--- config.mk ---
export PLATFORM = sky130hd
export DESIGN_NAME = rxetg_top
export DESIGN_NICKNAME = d
export VERILOG_FILES = /design/src/rtl/rxetg_pkg.sv /design/src/rtl/rxetg_trig_if.sv /design/src/rtl/rxetg_top.sv /design/src/rtl/rxetg_detect.sv
export SDC_FILE = /design/constraint.sdc
export NUM_CORES = 1
export LEC_CHECK = 0
export BUFFER_PORTS_ARGS = -buffer_cell sky130_fd_sc_hd__buf_2
export CAP_MARGIN = 20
export CORE_MARGIN = 2
export CORE_UTILIZATION = 47
export CTS_BUF_LIST = sky130_fd_sc_hd__clkbuf_2 sky130_fd_sc_hd__clkbuf_4 sky130_fd_sc_hd__clkbuf_8
export CTS_CLUSTER_SIZE = 24
export DETAILED_ROUTE_END_ITERATION = 16
export MAX_ROUTING_LAYER = met4
export PLACE_DENSITY = 0.77
export SYNTH_ARGS = -nofsm -noshare
export SYNTH_HDL_FRONTEND = slang
export SYNTH_SLANG_ARGS = --single-unit
export TNS_END_PERCENT = 1
--- constraint.sdc ---
create_clock -name aclk -period 1.74 [get_ports aclk]
set_clock_uncertainty 0.2 [all_clocks]
set_input_delay 0.261 -clock aclk [delete_from_list [all_inputs] [get_ports aclk]]
set_output_delay 0.261 -clock aclk [all_outputs]
set_load 0.05 [all_outputs]
--- src/rtl/rxetg_pkg.sv ---
// rxetg_pkg: register map, field layouts and encodings of the receiver event trigger block
package rxetg_pkg;
	// register word indices; the bus byte address is four times the index
	localparam logic [7:0] RXETG_IDX_MODE_TWO = 8'h19;
	localparam logic [7:0] RXETG_IDX_MODE_THREE = 8'h1A;
	localparam logic [7:0] RXETG_IDX_GPO_SEL = 8'h1B;
	localparam logic [7:0] RXETG_IDX_MODE_ONE = 8'h20;
	localparam logic [7:0] RXETG_IDX_STATUS = 8'h21;
	localparam logic [7:0] RXETG_IDX_MASK = 8'h22;
	localparam int RXETG_ADDR_W = 10;
	localparam int RXETG_NUM_EV = 6;
	// event bit positions in status and mask
	localparam int RXETG_EV_BUF = 0;
	localparam int RXETG_EV_CRC = 1;
	localparam int RXETG_EV_PAR = 2;
	localparam int RXETG_EV_VAL = 3;
	localparam int RXETG_EV_BIP = 4;
	localparam int RXETG_EV_SLIP = 5;
	// trigger mode encodings
	localparam logic [1:0] RXETG_MODE_RISE = 2'h0;
	localparam logic [1:0] RXETG_MODE_FALL = 2'h1;
	localparam logic [1:0] RXETG_MODE_LEVEL = 2'h2;
	localparam logic [1:0] RXETG_MODE_RSVD = 2'h3;
	// output select encodings
	localparam logic [3:0] RXETG_SEL_LOW = 4'h0;
	localparam logic [3:0] RXETG_SEL_HIGH = 4'h1;
	localparam logic [3:0] RXETG_SEL_SRC = 4'h2;
	localparam logic [3:0] RXETG_SEL_TX = 4'h3;
	localparam logic [3:0] RXETG_SEL_RX = 4'h4;
	// reset values
	localparam logic [1:0] RXETG_MODE_RST = 2'h0;
	localparam logic [3:0] RXETG_SEL_RST = 4'h0;
	localparam logic [5:0] RXETG_MASK_RST = 6'h00;
	localparam logic [1:0] RXETG_RESP_OKAY = 2'h0;
	localparam logic [1:0] RXETG_RESP_SLVERR = 2'h2;
endpackage : rxetg_pkg

--- src/rtl/rxetg_trig_if.sv ---
// rxetg_trig_if: carries event flags, trigger modes and requests between the top and the detector
interface rxetg_trig_if #(parameter int NUM_EV = 6);
	logic [NUM_EV-1:0] flag;
	logic [2*NUM_EV-1:0] mode;
	logic [NUM_EV-1:0] request;
	modport top (output flag, output mode, input request);
	modport det (input flag, input mode, output request);
endinterface : rxetg_trig_if

--- src/rtl/rxetg_top.sv ---
// rxetg_top: receiver event trigger modes, sticky status, interrupt and output-one select
// Functional notes
// - mode field: 00 rising (reset), 01 falling, 10 level, 11 reserved
// - mode register three holds only slip mode in bits 1:0; rest read zero
// - select register bits 3:0 pick output-one source; bits 7:4 read zero
// - code 0000 forces output low (reset default), 0001 forces it high
// - code 0010 drives the converter interrupt, inverted, low while asserted
// - code 0011 drives the transmitter interrupt, low while asserted
// - code 0100 drives the receiver interrupt, low while any enabled sticky status bit is set
// - the pin is registered and follows the selected fixed state or live source one clock later
//
// The AXI4-Lite slave port was left to the implementer.
module rxetg_top
	import rxetg_pkg::*;
(
	input wire logic aclk, // system clock, 250 MHz
	input wire logic aresetn, // synchronous reset, active low
	input wire logic [RXETG_ADDR_W-1:0] s_axi_awaddr, // write address
	input wire logic s_axi_awvalid, // write address valid
	output logic s_axi_awready, // write address ready
	input wire logic [31:0] s_axi_wdata, // write data
	input wire logic [3:0] s_axi_wstrb, // write byte strobes
	input wire logic s_axi_wvalid, // write data valid
	output logic s_axi_wready, // write data ready
	output logic [1:0] s_axi_bresp, // write response
	output logic s_axi_bvalid, // write response valid
	input wire logic s_axi_bready, // write response ready
	input wire logic [RXETG_ADDR_W-1:0] s_axi_araddr, // read address
	input wire logic s_axi_arvalid, // read address valid
	output logic s_axi_arready, // read address ready
	output logic [31:0] s_axi_rdata, // read data
	output logic [1:0] s_axi_rresp, // read response
	output logic s_axi_rvalid, // read data valid
	input wire logic s_axi_rready, // read data ready
	input wire logic [RXETG_NUM_EV-1:0] rx_event_flag, // raw receiver event flags
	input wire logic src_irq, // converter interrupt, active high
	input wire logic tx_irq, // transmitter interrupt, active high
	output logic rx_irq, // receiver interrupt, active high level
	output logic general_output_pin_one // first general-purpose output
);
	typedef struct packed {
		logic aw_held;
		logic [RXETG_ADDR_W-1:0] aw_addr;
		logic w_held;
		logic [31:0] w_data;
		logic [3:0] w_strb;
		logic awready;
		logic wready;
		logic bvalid;
		logic [1:0] bresp;
		logic arready;
		logic rvalid;
		logic [31:0] rdata;
		logic [1:0] rresp;
		logic [1:0] buffer_transfer_trigger_mode;
		logic [1:0] status_crc_error_trigger_mode;
		logic [1:0] parity_error_trigger_mode;
		logic [1:0] validity_error_trigger_mode;
		logic [1:0] biphase_error_trigger_mode;
		logic [1:0] output_slip_trigger_mode;
		logic [3:0] output_one_source_select;
		logic [RXETG_NUM_EV-1:0] status;
		logic [RXETG_NUM_EV-1:0] mask;
		logic irq;
		logic pin;
	} rxetg_state_t;

	rxetg_state_t state;
	rxetg_state_t next_state;
	rxetg_trig_if #(.NUM_EV(RXETG_NUM_EV)) trig ();
	logic [RXETG_NUM_EV-1:0] clr_mask;
	logic [RXETG_NUM_EV-1:0] next_status;

	// word index of a byte address; unaligned low bits are ignored
	function automatic logic [7:0] rxetg_index(input logic [RXETG_ADDR_W-1:0] addr);
		rxetg_index = addr[RXETG_ADDR_W-1:2];
	endfunction : rxetg_index

	// true when the index names a register of this block
	function automatic logic rxetg_mapped(input logic [7:0] idx);
		rxetg_mapped = (idx == RXETG_IDX_MODE_TWO) || (idx == RXETG_IDX_MODE_THREE) ||
			(idx == RXETG_IDX_GPO_SEL) || (idx == RXETG_IDX_MODE_ONE) ||
			(idx == RXETG_IDX_STATUS) || (idx == RXETG_IDX_MASK);
	endfunction : rxetg_mapped

	////////////////////////////////////////////////////////////////////////
	// trigger detection per event
	assign trig.flag = rx_event_flag;
	assign trig.mode = {state.output_slip_trigger_mode, state.biphase_error_trigger_mode,
		state.validity_error_trigger_mode, state.parity_error_trigger_mode,
		state.status_crc_error_trigger_mode, state.buffer_transfer_trigger_mode};
	rxetg_detect u_detect (
		.aclk(aclk),
		.aresetn(aresetn),
		.trig(trig)
	);

	////////////////////////////////////////////////////////////////////////
	// register file, bus slave, status and pin select
	always_comb begin
		logic aw_ok;
		logic [7:0] widx;
		logic [7:0] ridx;
		logic [31:0] rd;
		aw_ok = 1'b0;
		widx = 8'h00;
		ridx = 8'h00;
		rd = 32'h0000_0000;
		clr_mask = '0;
		next_state = state;
		// capture write address and data in either order
		if (s_axi_awvalid && state.awready) begin
			next_state.aw_held = 1'b1;
			next_state.aw_addr = s_axi_awaddr;
			next_state.awready = 1'b0;
		end
		if (s_axi_wvalid && state.wready) begin
			next_state.w_held = 1'b1;
			next_state.w_data = s_axi_wdata;
			next_state.w_strb = s_axi_wstrb;
			next_state.wready = 1'b0;
		end
		// perform the write once both halves are held
		if (state.aw_held && state.w_held && !state.bvalid) begin
			aw_ok = 1'b1;
			widx = rxetg_index(state.aw_addr);
			next_state.aw_held = 1'b0;
			next_state.w_held = 1'b0;
			next_state.bvalid = 1'b1;
			next_state.bresp = rxetg_mapped(widx) ? RXETG_RESP_OKAY : RXETG_RESP_SLVERR;
		end
		if (aw_ok && state.w_strb[0]) begin
			unique case (widx)
				RXETG_IDX_MODE_ONE: begin
					next_state.buffer_transfer_trigger_mode = state.w_data[1:0];
				end
				RXETG_IDX_MODE_TWO: begin
					next_state.status_crc_error_trigger_mode = state.w_data[7:6];
					next_state.parity_error_trigger_mode = state.w_data[5:4];
					next_state.validity_error_trigger_mode = state.w_data[3:2];
					next_state.biphase_error_trigger_mode = state.w_data[1:0];
				end
				RXETG_IDX_MODE_THREE: begin
					next_state.output_slip_trigger_mode = state.w_data[1:0];
				end
				RXETG_IDX_GPO_SEL: begin
					next_state.output_one_source_select = state.w_data[3:0];
				end
				RXETG_IDX_MASK: begin
					next_state.mask = state.w_data[RXETG_NUM_EV-1:0];
				end
				default: begin
				end
			endcase
		end
		// response handshakes reopen the channels
		if (state.bvalid && s_axi_bready) begin
			next_state.bvalid = 1'b0;
			next_state.awready = 1'b1;
			next_state.wready = 1'b1;
		end
		if (state.rvalid && s_axi_rready) begin
			next_state.rvalid = 1'b0;
			next_state.arready = 1'b1;
		end
		// read: one cycle after address acceptance
		if (s_axi_arvalid && state.arready) begin
			ridx = rxetg_index(s_axi_araddr);
			unique case (ridx)
				RXETG_IDX_MODE_ONE: rd = {30'h0, state.buffer_transfer_trigger_mode};
				RXETG_IDX_MODE_TWO: rd = {24'h0, state.status_crc_error_trigger_mode,
					state.parity_error_trigger_mode, state.validity_error_trigger_mode,
					state.biphase_error_trigger_mode};
				RXETG_IDX_MODE_THREE: rd = {30'h0, state.output_slip_trigger_mode};
				RXETG_IDX_GPO_SEL: rd = {28'h0, state.output_one_source_select};
				RXETG_IDX_STATUS: begin
					rd = {26'h0, state.status};
					clr_mask = state.status;
				end
				RXETG_IDX_MASK: rd = {26'h0, state.mask};
				default: rd = 32'h0000_0000;
			endcase
			next_state.arready = 1'b0;
			next_state.rvalid = 1'b1;
			next_state.rdata = rd;
			next_state.rresp = rxetg_mapped(ridx) ? RXETG_RESP_OKAY : RXETG_RESP_SLVERR;
		end
		// sticky status: a new request wins over the read clear
		next_status = (state.status & ~clr_mask) | trig.request;
		next_state.status = next_status;
		next_state.irq = |(next_status & state.mask);
		// output one source
		unique case (state.output_one_source_select)
			RXETG_SEL_LOW: next_state.pin = 1'b0;
			RXETG_SEL_HIGH: next_state.pin = 1'b1;
			RXETG_SEL_SRC: next_state.pin = ~src_irq;
			RXETG_SEL_TX: next_state.pin = ~tx_irq;
			RXETG_SEL_RX: next_state.pin = ~state.irq;
			default: next_state.pin = 1'b0; // codes of other functions
		endcase
	end

	always_ff @(posedge aclk) begin
		if (!aresetn) begin
			state <= '0;
			state.awready <= 1'b1;
			state.wready <= 1'b1;
			state.arready <= 1'b1;
		end else begin
			state <= next_state;
		end
	end

	////////////////////////////////////////////////////////////////////////
	// outputs straight from flip-flops
	assign s_axi_awready = state.awready;
	assign s_axi_wready = state.wready;
	assign s_axi_bvalid = state.bvalid;
	assign s_axi_bresp = state.bresp;
	assign s_axi_arready = state.arready;
	assign s_axi_rvalid = state.rvalid;
	assign s_axi_rdata = state.rdata;
	assign s_axi_rresp = state.rresp;
	assign rx_irq = state.irq;
	assign general_output_pin_one = state.pin;

	////////////////////////////////////////////////////////////////////////
	// assertions
	a_rise_sets_status: assert property (@(posedge aclk) disable iff (!aresetn)
		(state.buffer_transfer_trigger_mode == RXETG_MODE_RISE && rx_event_flag[0] &&
		!$past(rx_event_flag[0]) && $past(aresetn)) |=> state.status[0])
		else $error("rising edge did not set status");
	a_fall_sets_status: assert property (@(posedge aclk) disable iff (!aresetn)
		(state.biphase_error_trigger_mode == RXETG_MODE_FALL && !rx_event_flag[4] &&
		$past(rx_event_flag[4]) && $past(aresetn)) |=> state.status[4])
		else $error("falling edge did not set status");
	a_reserved_quiet: assert property (@(posedge aclk) disable iff (!aresetn)
		(state.output_slip_trigger_mode == RXETG_MODE_RSVD) |-> !trig.request[5])
		else $error("reserved mode raised a request");
	a_pin_forced_low: assert property (@(posedge aclk) disable iff (!aresetn)
		(state.output_one_source_select == RXETG_SEL_LOW)[*2] |-> !general_output_pin_one)
		else $error("forced low not low");
	a_pin_forced_high: assert property (@(posedge aclk) disable iff (!aresetn)
		(state.output_one_source_select == RXETG_SEL_HIGH)[*2] |-> general_output_pin_one)
		else $error("forced high not high");
	a_pin_src_inv: assert property (@(posedge aclk) disable iff (!aresetn)
		(state.output_one_source_select == RXETG_SEL_SRC) ##1
		(state.output_one_source_select == RXETG_SEL_SRC) |->
		general_output_pin_one == !$past(src_irq))
		else $error("converter interrupt not inverted");
	a_pin_tx_inv: assert property (@(posedge aclk) disable iff (!aresetn)
		(state.output_one_source_select == RXETG_SEL_TX) ##1
		(state.output_one_source_select == RXETG_SEL_TX) |->
		general_output_pin_one == !$past(tx_irq))
		else $error("transmitter interrupt not inverted");
	a_pin_rx_inv: assert property (@(posedge aclk) disable iff (!aresetn)
		(state.output_one_source_select == RXETG_SEL_RX) ##1
		(state.output_one_source_select == RXETG_SEL_RX) |->
		general_output_pin_one == !$past(rx_irq))
		else $error("receiver interrupt not inverted");
	a_irq_masked: assert property (@(posedge aclk) disable iff (!aresetn)
		rx_irq == |($past(next_status) & $past(state.mask)))
		else $error("interrupt level mismatch");
	a_upper_zero: assert property (@(posedge aclk) disable iff (!aresetn)
		(s_axi_arvalid && s_axi_arready &&
		rxetg_index(s_axi_araddr) == RXETG_IDX_MODE_THREE) |=> s_axi_rdata[31:2] == 30'h0)
		else $error("slip mode upper bits not zero");
	c_rise_event: cover property (@(posedge aclk) disable iff (!aresetn) trig.request[0]);
	c_level_mode: cover property (@(posedge aclk) disable iff (!aresetn)
		state.parity_error_trigger_mode == RXETG_MODE_LEVEL && trig.request[2]);
	c_rx_on_pin: cover property (@(posedge aclk) disable iff (!aresetn)
		state.output_one_source_select == RXETG_SEL_RX && !general_output_pin_one);
	c_irq_high: cover property (@(posedge aclk) disable iff (!aresetn) rx_irq);
endmodule : rxetg_top

--- src/rtl/rxetg_detect.sv ---
// rxetg_detect: per-event edge or level trigger detection
module rxetg_detect
	import rxetg_pkg::*;
(
	input wire logic aclk, // system clock
	input wire logic aresetn, // synchronous reset, active low
	rxetg_trig_if.det trig // flags in, requests out
);
	typedef struct packed {
		logic [RXETG_NUM_EV-1:0] prev;
	} rxetg_det_state_t;
	rxetg_det_state_t state;
	rxetg_det_state_t next_state;
	logic [RXETG_NUM_EV-1:0] req;

	////////////////////////////////////////////////////////////////////////
	// one request term per event, chosen by its mode field
	for (genvar i = 0; i < RXETG_NUM_EV; i++) begin : g_ev
		always_comb begin
			unique case (trig.mode[2*i +: 2])
				RXETG_MODE_RISE: req[i] = trig.flag[i] & ~state.prev[i];
				RXETG_MODE_FALL: req[i] = ~trig.flag[i] & state.prev[i];
				RXETG_MODE_LEVEL: req[i] = trig.flag[i];
				RXETG_MODE_RSVD: req[i] = 1'b0; // reserved code raises nothing
			endcase
		end
	end
	assign trig.request = req;

	////////////////////////////////////////////////////////////////////////
	// flag history
	always_comb begin
		next_state = state;
		next_state.prev = trig.flag;
	end
	always_ff @(posedge aclk) begin
		if (!aresetn) begin
			state <= '0;
		end else begin
			state <= next_state;
		end
	end
endmodule : rxetg_detect

# After elaboration in Yosys (flattened, before gate mapping)
# Cells that the tools add are included.
# word_totals
ff_bits	98
latchBits	0
ramBits	0
romBits	0
out_inout_bits	43
word_cells	146
n_memories	0
# op_classes
add_sub_neg	0
n_mul	0
n_div	0
magnitude_cmp	0
eq_ne	39
shifts	0
n_mux	16
n_bitwise	32
reduce_logical	34
# op_table
op	n
8-bit by 5-bit == test with 1-bit output (second input constant)	9
8-bit by 6-bit == test with 1-bit output (second input constant)	8
8-bit case mux with 6 select lines	1
36-bit 2-to-1 mux	1
1-bit case mux with 4 select lines	7
2-bit == test (second input constant)	12
1-bit inverter	16
1-bit AND	12
6-bit AND	2
2-bit by 1-bit == test with 1-bit output (second input constant)	6
2-bit logical NOT	6
6-bit 2-to-1 mux	2
1-bit logical OR	10
2-bit AND reduction	5
4-bit by 2-bit == test with 1-bit output (second input constant)	2
1-bit logical AND	8
8-bit 2-to-1 mux	1
2-bit 2-to-1 mux	3
6-bit inverter	1
6-bit OR	1
6-bit OR reduction	1
4-bit by 1-bit == test with 1-bit output (second input constant)	1
4-bit by 3-bit == test with 1-bit output (second input constant)	1
2-bit OR reduction	2
3 further kinds	3

# Logic depth before layout (Yosys ltp)
# Gate-level depths: netlist (run 1).
# depth
depth_word	8
mapped_depth	6
mapped_depth_nobuf	5

# By module
# From an unflattened synthesis (run 1), not the netlist that was laid out.
# hier_totals
hier_cells	389
hier_area_um2	3360.7
# by_module_without_submodules
mod	instances	cells_each	area_each_um2	seq_area_each_um2
rxetg_top	1	353	3045.4	1281.2
rxetg_detect	1	36	315.3	120.1

# Least setup slack after synthesis (run 1)
# No wires, ideal clock.
# synth_path
kind	register to register
from	register state, in the netlist s_axi_arready
to	register state, in the netlist rx_irq
arrival_time_ps	1867
required_ps	1420
setup_slack_ps	-446
stages_incl_launch_ff	6
path_buffers	0
path_cell_list	dfxtp_1 > and2_1 > nand4_4 > a221o_1 > a22o_1 > o31a_1
# synth_between
elab_chain_len	7
# synth_lines
element	line	text
start: declaration	rxetg_top.sv:68	rxetg_state_t state;
start signal: assignment	rxetg_top.sv:210	state <= next_state;
1-bit logical AND	rxetg_top.sv:167	if (s_axi_arvalid && state.arready) begin
6-bit 2-to-1 mux	rxetg_top.sv:167	
6-bit inverter	rxetg_top.sv:189	next_status = (state.status & ~clr_mask) | trig.request;
6-bit AND	rxetg_top.sv:189	
6-bit OR	rxetg_top.sv:189	
6-bit AND	rxetg_top.sv:191	next_state.irq = |(next_status & state.mask);
6-bit OR reduction	rxetg_top.sv:191	
# No other way between the ends.
# A chain may end at the register's enable or synchronous reset.

# Worst setup path in the final report (run 1)
# Ends and elaborated chain as after synthesis.

==> results of run 1 <==
## repair_timing
action	4_1_cts	5_1_grt
hold buffers	26	0
endpoints found under the setup margin	11	21
pin swaps	1	4
endpoints found under the hold margin	26	0
setup buffers	0	2
resized for setup	3	10
## power groups by stage
stage,Sequential (W),Clock [W],Combinational [W]
finish,0.00170,0.00165,0.000524
global route,0.00171,0.00174,0.000565
CTS,0.00170,0.00167,0.000514
detailed placement,0.00174,0,0.000467
global placement,0.00173,0,0.000457
floorplan,0.00175,0,0.000354
## path summary, 6_finish.rpt
| check | start | to | slack [ps] | depth (start not counted) |
|---|---|---|---|---|
| setup reg to reg | s_axi_arready | rx_irq | -60 | 5 |
| setup / recovery | s_axi_arready | rx_irq | -60 | 5 |
| hold / removal | s_axi_rready | s_axi_rvalid | 3 | 3 |
| hold reg to reg | s_axi_rdata[7] | s_axi_rdata[7] | 270 | 2 |
## tightest hold or removal path: stages
cell      delay (ps)
buf_2             90
nand2b_1          90
a21boi_0          70
## stage by stage
stage / worst slack, ps / cells / hold WS [ps] / total power [W]
after floorplan: -111 / 402 / 161 / 0.00211
after global placement: -243 / 531 / 251 / 0.00219
after detailed placement: -301 / 531 / 249 / 0.00220
after CTS: -50.7 / 573 / 0.993 / 0.00388
after global routing: -139 / 575 / 33.6 / 0.00401
final: -55.3 / 575 / 2.55 / 0.00388
## sequential cells by signal, summed over array words and instances (netlist names)
register	cells
general_output_pin_one	1
rx_irq	1
s_axi_arready	1
s_axi_awready	1
s_axi_bresp	1
s_axi_bvalid	1
s_axi_rdata	8
s_axi_rresp	1
s_axi_rvalid	1
s_axi_wready	1
state	47
u_detect.state	6
## area by class of cell
cell class | instances | area [um^2] | share of cell area [%]
clock buffer | 11 | 151 | 3.49
clock inverter | 5 | 105 | 2.42
inverter | 9 | 33.8 | 0.779
multi-input combinational | 274 | 1740 | 40.2
sequential | 70 | 1410 | 32.5
tap | 96 | 120 | 2.77
timing repair buffer | 110 | 773 | 17.8
## placed cells by master (no fill, tap or decap), types with 5 or more instances in the layout
master / Yosys / final
dfxtp_1: 70 / 68
nand2_1: 59 / 59
buf_2: 1 / 55
nor2b_1: 32 / 32
a21boi_0: 34 / 31
conb_1: 1 / 26
dlygate4sd3_1: 0 / 26
buf_4: 38 / 26
o21ai_0: 19 / 19
mux2i_1: 13 / 13
a22oi_1: 12 / 12
clkbuf_8: 0 / 11
and2_1: 11 / 10
inv_1: 9 / 9
nor2_1: 10 / 8
nor3b_1: 9 / 8
nand3_1: 5 / 5
## kinds of logic after synthesis
group / after synthesis / synth area share (%)
muxes: 15 / 4.86
other: 1 / 0.111
buffers and inverters: 58 / 10.7
and+or+nand+nor: 144 / 23.6
AOI/OAI and AO/OA: 89 / 19.2
DFF: 70 / 41.5
## per-layer routing
| layer | vias up | global-route usage (%) | part of all wire, % |
|---|---|---|---|
| met5 | - | - | 0 |
| met4 | 0 | 7.58 | 1.8 |
| met3 | 15 | 4.76 | 5.2 |
| met2 | 108 | 34.9 | 49 |
| met1 | 1359 | 25.1 | 44 |
| li1 | 1431 | - | - |
==> metrics, run 1 <==
status complete, but fails checks; failing checks negative setup slack; power share of the sequential group 43.9%; die area 0.00787 mm^2; Clock Root Buffer clkbuf_8; Clock Power Share 42.6%; initial antenna violation count 0; # setup viols final 3; Total GRT Usage 21.1%; synth cell count leaders dfxtp_1, nand2_1, buf_4, a21boi_0, nor2b_1; grt ovf 0; DRC 0; Via density 5.07; CP endpoint kind flop; CP arrival 1830 ps; max-slew violation count 0; Pint 0.00289 W; WL/cell 13.7 um; area grow syn2layout 28.5%; post-synthesis sequential area ratio 41.5%; Post-synth EDFFs 0; worst path cell trace and2_4 -> nand4_4 -> a221o_1 -> a22o_1 -> o31a_1; drt first pass iters 4; final layout net count 545; CTS buffer count 9; dominant cells by area after synthesis dfxtp_1, buf_4, a21boi_0; combinational share of power 13.5%; Mapped Cells 377; mean post-synth cell area 8.95 um^2; Leak 1.72 nW; Post-DP HPWL 5.53 mm; Placer Congestion 0.816; via count 2,913; Crit Path Category flop to flop; Sw Pwr 0.000990 W; crit path time final 1800 ps; Crit path buffers/inverters 0; Worst Path Required 1770 ps; Critical-path top delay cell a221o_1; CP Max Fanout 6; Max IR drop VDD 709 uV; startpoint types flop; die extent in x 88.7 um; Yosys cell types 46; number of global-route vias before repair 2,703; row cnt 30; CTS H-Tree Depth 3; Antenna Cells 0; Top Family by Delay on Critical Path compound AO/OA/AOI/OAI gates; synthesized area 0.00337 mm^2; max-cap viol count 0; Clock Sinks 70; Setup TNS Final -93.1 ps; post-layout util 63.1%; FMAX 0.557 GHz; io pins 114; largest area contributor in the netlist dfxtp_1; Clock Latency Late Sink 350 ps; CTS tree built; post-route setup slack -55.3 ps; Initial Util 49.1%; critical path's largest stage delay 380 ps; share of cells above drive strength 1 25.3%; power density cells 894 mW/mm^2; Worst-path clk slew 80 ps; worst-case clock buffer depth 2; # port buffers 56; fill count 591; async set-reset flop share out of synthesis 0%; Die Span Y 88.7 um; crit share post-route 103%; #FFs+latches synth 70; Yosys warnings 0; post-route cell area 0.00434 mm^2; Post-DRT Antenna Nets 0; Switching Fraction 25.5%; Final Hold Viols 0; Worst Hold Class input port to flop; Yosys top cell area share 41.5%; first-pass GRT wire length 12.5 mm; Synth Flop Type dfxtp_1; drt total wl 7.85 mm; Area after DPL 0.00376 mm^2; unrepaired setup endpoints after global routing yes; dominant cell by count in the synthesized netlist dfxtp_1; largest net degree at the start of global routing 53; initial DRC count 174; core area 0.00687 mm^2
(Power assumes the default switching activity.)
==> run 2: changes to the inputs <==
Settings changed: CORE_UTILIZATION 47 to 45, CTS_BUF_LIST sky130_fd_sc_hd__clkbuf_2 sky130_fd_sc_hd__clkbuf_4 sky130_fd_sc_hd__clkbuf_8 to default.
==> run 2 against run 1 <==
Effect of this change: the run still ends with negative setup slack left; count of clock-buffer cells in the layout rose by 1; critical path depth did not move; core utilization fell by 4.4 points; power fell by 14%; worst hold slack improved by 6.0 ps; final area fell by 1.7%; sequential power barely moved; combinational power barely moved; clock power fell by 33%; non-clock buffer count rose by 1; register-to-register slack barely moved; via count fell by 0.76%; critical path type unchanged; largest cell class unchanged; largest power group unchanged; highest routed layer unchanged.
==> metrics, run 2 (synthesis results as in run 1) <==
crit path time final 1800 ps (+7.14 ps); cells on worst reg2reg path 5 (unchanged); register area 0.00141 mm^2 (about the same); Top Family by Delay on Critical Path compound AO/OA/AOI/OAI gates; # setup viols final 1 (-2); failing checks negative setup slack; post-route setup slack -62.5 ps (-7.14 ps); worst-case clock buffer depth 2 (unchanged); CP Max Fanout 6 (unchanged); commonest non-fill, non-tap cells in the layout dfxtp_1, nand2_1, buf_2, a21boi_0, nor2b_1; dpl ws -362 ps (-61.5 ps); die area 0.00821 mm^2 (+4.2%); first-pass GRT wire length 12.9 mm (+3.1%); core area 0.00725 mm^2 (+5.6%); Crit path buffers/inverters 0 (unchanged); max FFs per register 47 (unchanged); Antenna Cells 0 (unchanged); Clock Sinks 70 (unchanged); drt first pass iters 4 (unchanged); CTS buffer count 9 (unchanged); Crit Path Category flop to flop; Final Hold Viols 0 (unchanged); footprint of the multi-input gates 0.00176 mm^2 (+0.79%); startpoint types flop; WL/cell 13.4 um (-1.9%); # port buffers 56 (unchanged); FMAX 0.555 GHz (-0.40%); Clock Latency Late Sink 340 ps (about the same); Critical-path top delay cell a221o_1; Post-DP HPWL 5.40 mm (-2.4%); worst reg2reg setup slack -60 ps (about the same); Via density 4.99 (-1.4%); max-cap viol count 0 (unchanged); hold_ws 8.55 ps (+6.00 ps); initial antenna violation count 0 (unchanged); initial DRC count 134 (-23%); FF-to-FF Start s_axi_arready; power density cells 781 mW/mm^2 (-13%); Leak 1.69 nW (-1.8%); CP endpoint kind flop; Placer Congestion 0.866 (+6.0%); hold depth 3 (unchanged); via count 2,891 (-0.76%); Levels on crit path 5 (unchanged); worst path cell trace and2_4 -> nand4_4 -> a221o_1 -> a22o_1 -> o31a_1; share of cells above drive strength 1 25.4% (+0.16 points); crit path to rx_irq; Clock Root Buffer clkbuf_8; largest net degree at the start of global routing 32 (-40%); most common cell after layout, fill and taps aside dfxtp_1; Post-DRT Antenna Nets 0 (unchanged); post-route cell area 0.00426 mm^2 (-1.7%); max-slew violation count 0 (unchanged); Worst Hold Class input port to flop; Area after DPL 0.00376 mm^2 (+0.10%); io pins 114 (unchanged); unrepaired setup endpoints after global routing yes; Worst-path clk slew 70 ps (about the same); Worst Path Required 1770 ps (about the same); Max IR drop VDD 591 uV (-17%); area grow syn2layout 26.3%; final layout net count 546 (+0.18%); CTS H-Tree Depth 3 (unchanged); worst r2r dst rx_irq; critical path startpoint s_axi_arready; crit share post-route 104% (+0.41 points); CP arrival 1840 ps (about the same); die extent in x 90.6 um (+2.1%); Top reg by flops state; status complete, but fails checks; grt ovf 0 (unchanged); Die Span Y 90.6 um (+2.1%); Initial Util 46.5% (-2.6 points); row cnt 31 (+3.3%); CTS tree built; Total GRT Usage 20.1% (-1.0 points); number of global-route vias before repair 2,761 (+2.1%); drt total wl 7.75 mm (-1.2%); DRC 0 (unchanged); critical path's largest stage delay 390 ps (about the same); fill count 655 (+11%)
==> run 2: worst min-delay path by stage <==
| stage | start | to | slack [ps] |
|---|---|---|---|
| final | s_axi_rready | s_axi_arready | 9 |
| after global routing | s_axi_rready | s_axi_arready | 20 |
| after CTS | s_axi_rready | s_axi_arready | 0.9 |
| after detailed placement | state[112] | state[112] | 260 |
| after global placement | state[112] | state[112] | 250 |
| after floorplan | s_axi_awvalid | s_axi_awready | 160 |
==> run 2: layer usage <==
metal | vias to the layer above | wire length, um | track usage [%] | share of wire, %
li1 | 1443 | - | - | -
met1 | 1334 | 3380 | 24.8 | 44
met2 | 98 | 3710 | 31.7 | 48
met3 | 16 | 461 | 3.92 | 5.9
met4 | 0 | 197 | 9.23 | 2.5
met5 | - | 0 | - | 0
==> run 2: cell type report <==
type	count	area share (%)
Multi-Input combinational cell	274	41.2
Sequential cell	70	33.1
Timing Repair Buffer	111	18.2
Clock buffer	12	3.17
Tap cell	99	2.91
Inverter	9	0.793
Clock inverter	4	0.558
==> run 2: per-stage QoR <==
step	util [%]	power, W	setup TNS (ps)	cells
floorplan	-	0.00211	-1140	402
global placement	51.9	0.00219	-2290	534
detailed placement	51.9	0.00220	-2550	534
CTS	57.9	0.00334	-58.7	577
global route	58.7	0.00348	-1400	579
finish	58.7	0.00333	-62.5	579
==> run 2: worst reg2reg max path, delay by kind of cell, from the launching register on <==
| family | cells | cell delay, ps |
|---|---|---|
| simple gates | 2 | 300 |
| flops | 1 | 340 |
| compound gates | 3 | 860 |
==> run 2: power breakdown <==
part           total [W]  leakage, nW  internal (W)  switching, W
Combinational   0.000524         1.03      0.000200      0.000324
Sequential       0.00170        0.573       0.00166     0.0000427
Clock            0.00110       0.0841      0.000514      0.000590
Total            0.00333         1.69       0.00237      0.000956
==> run 2: what timing repair did <==
item | in CTS | in global routing
endpoints found under the hold margin | 26 | 0
gates resized for setup | 2 | 11
setup buffers | 0 | 2
endpoints found under the setup margin | 10 | 30
hold buffers | 27 | 0
pin swaps | 1 | 2
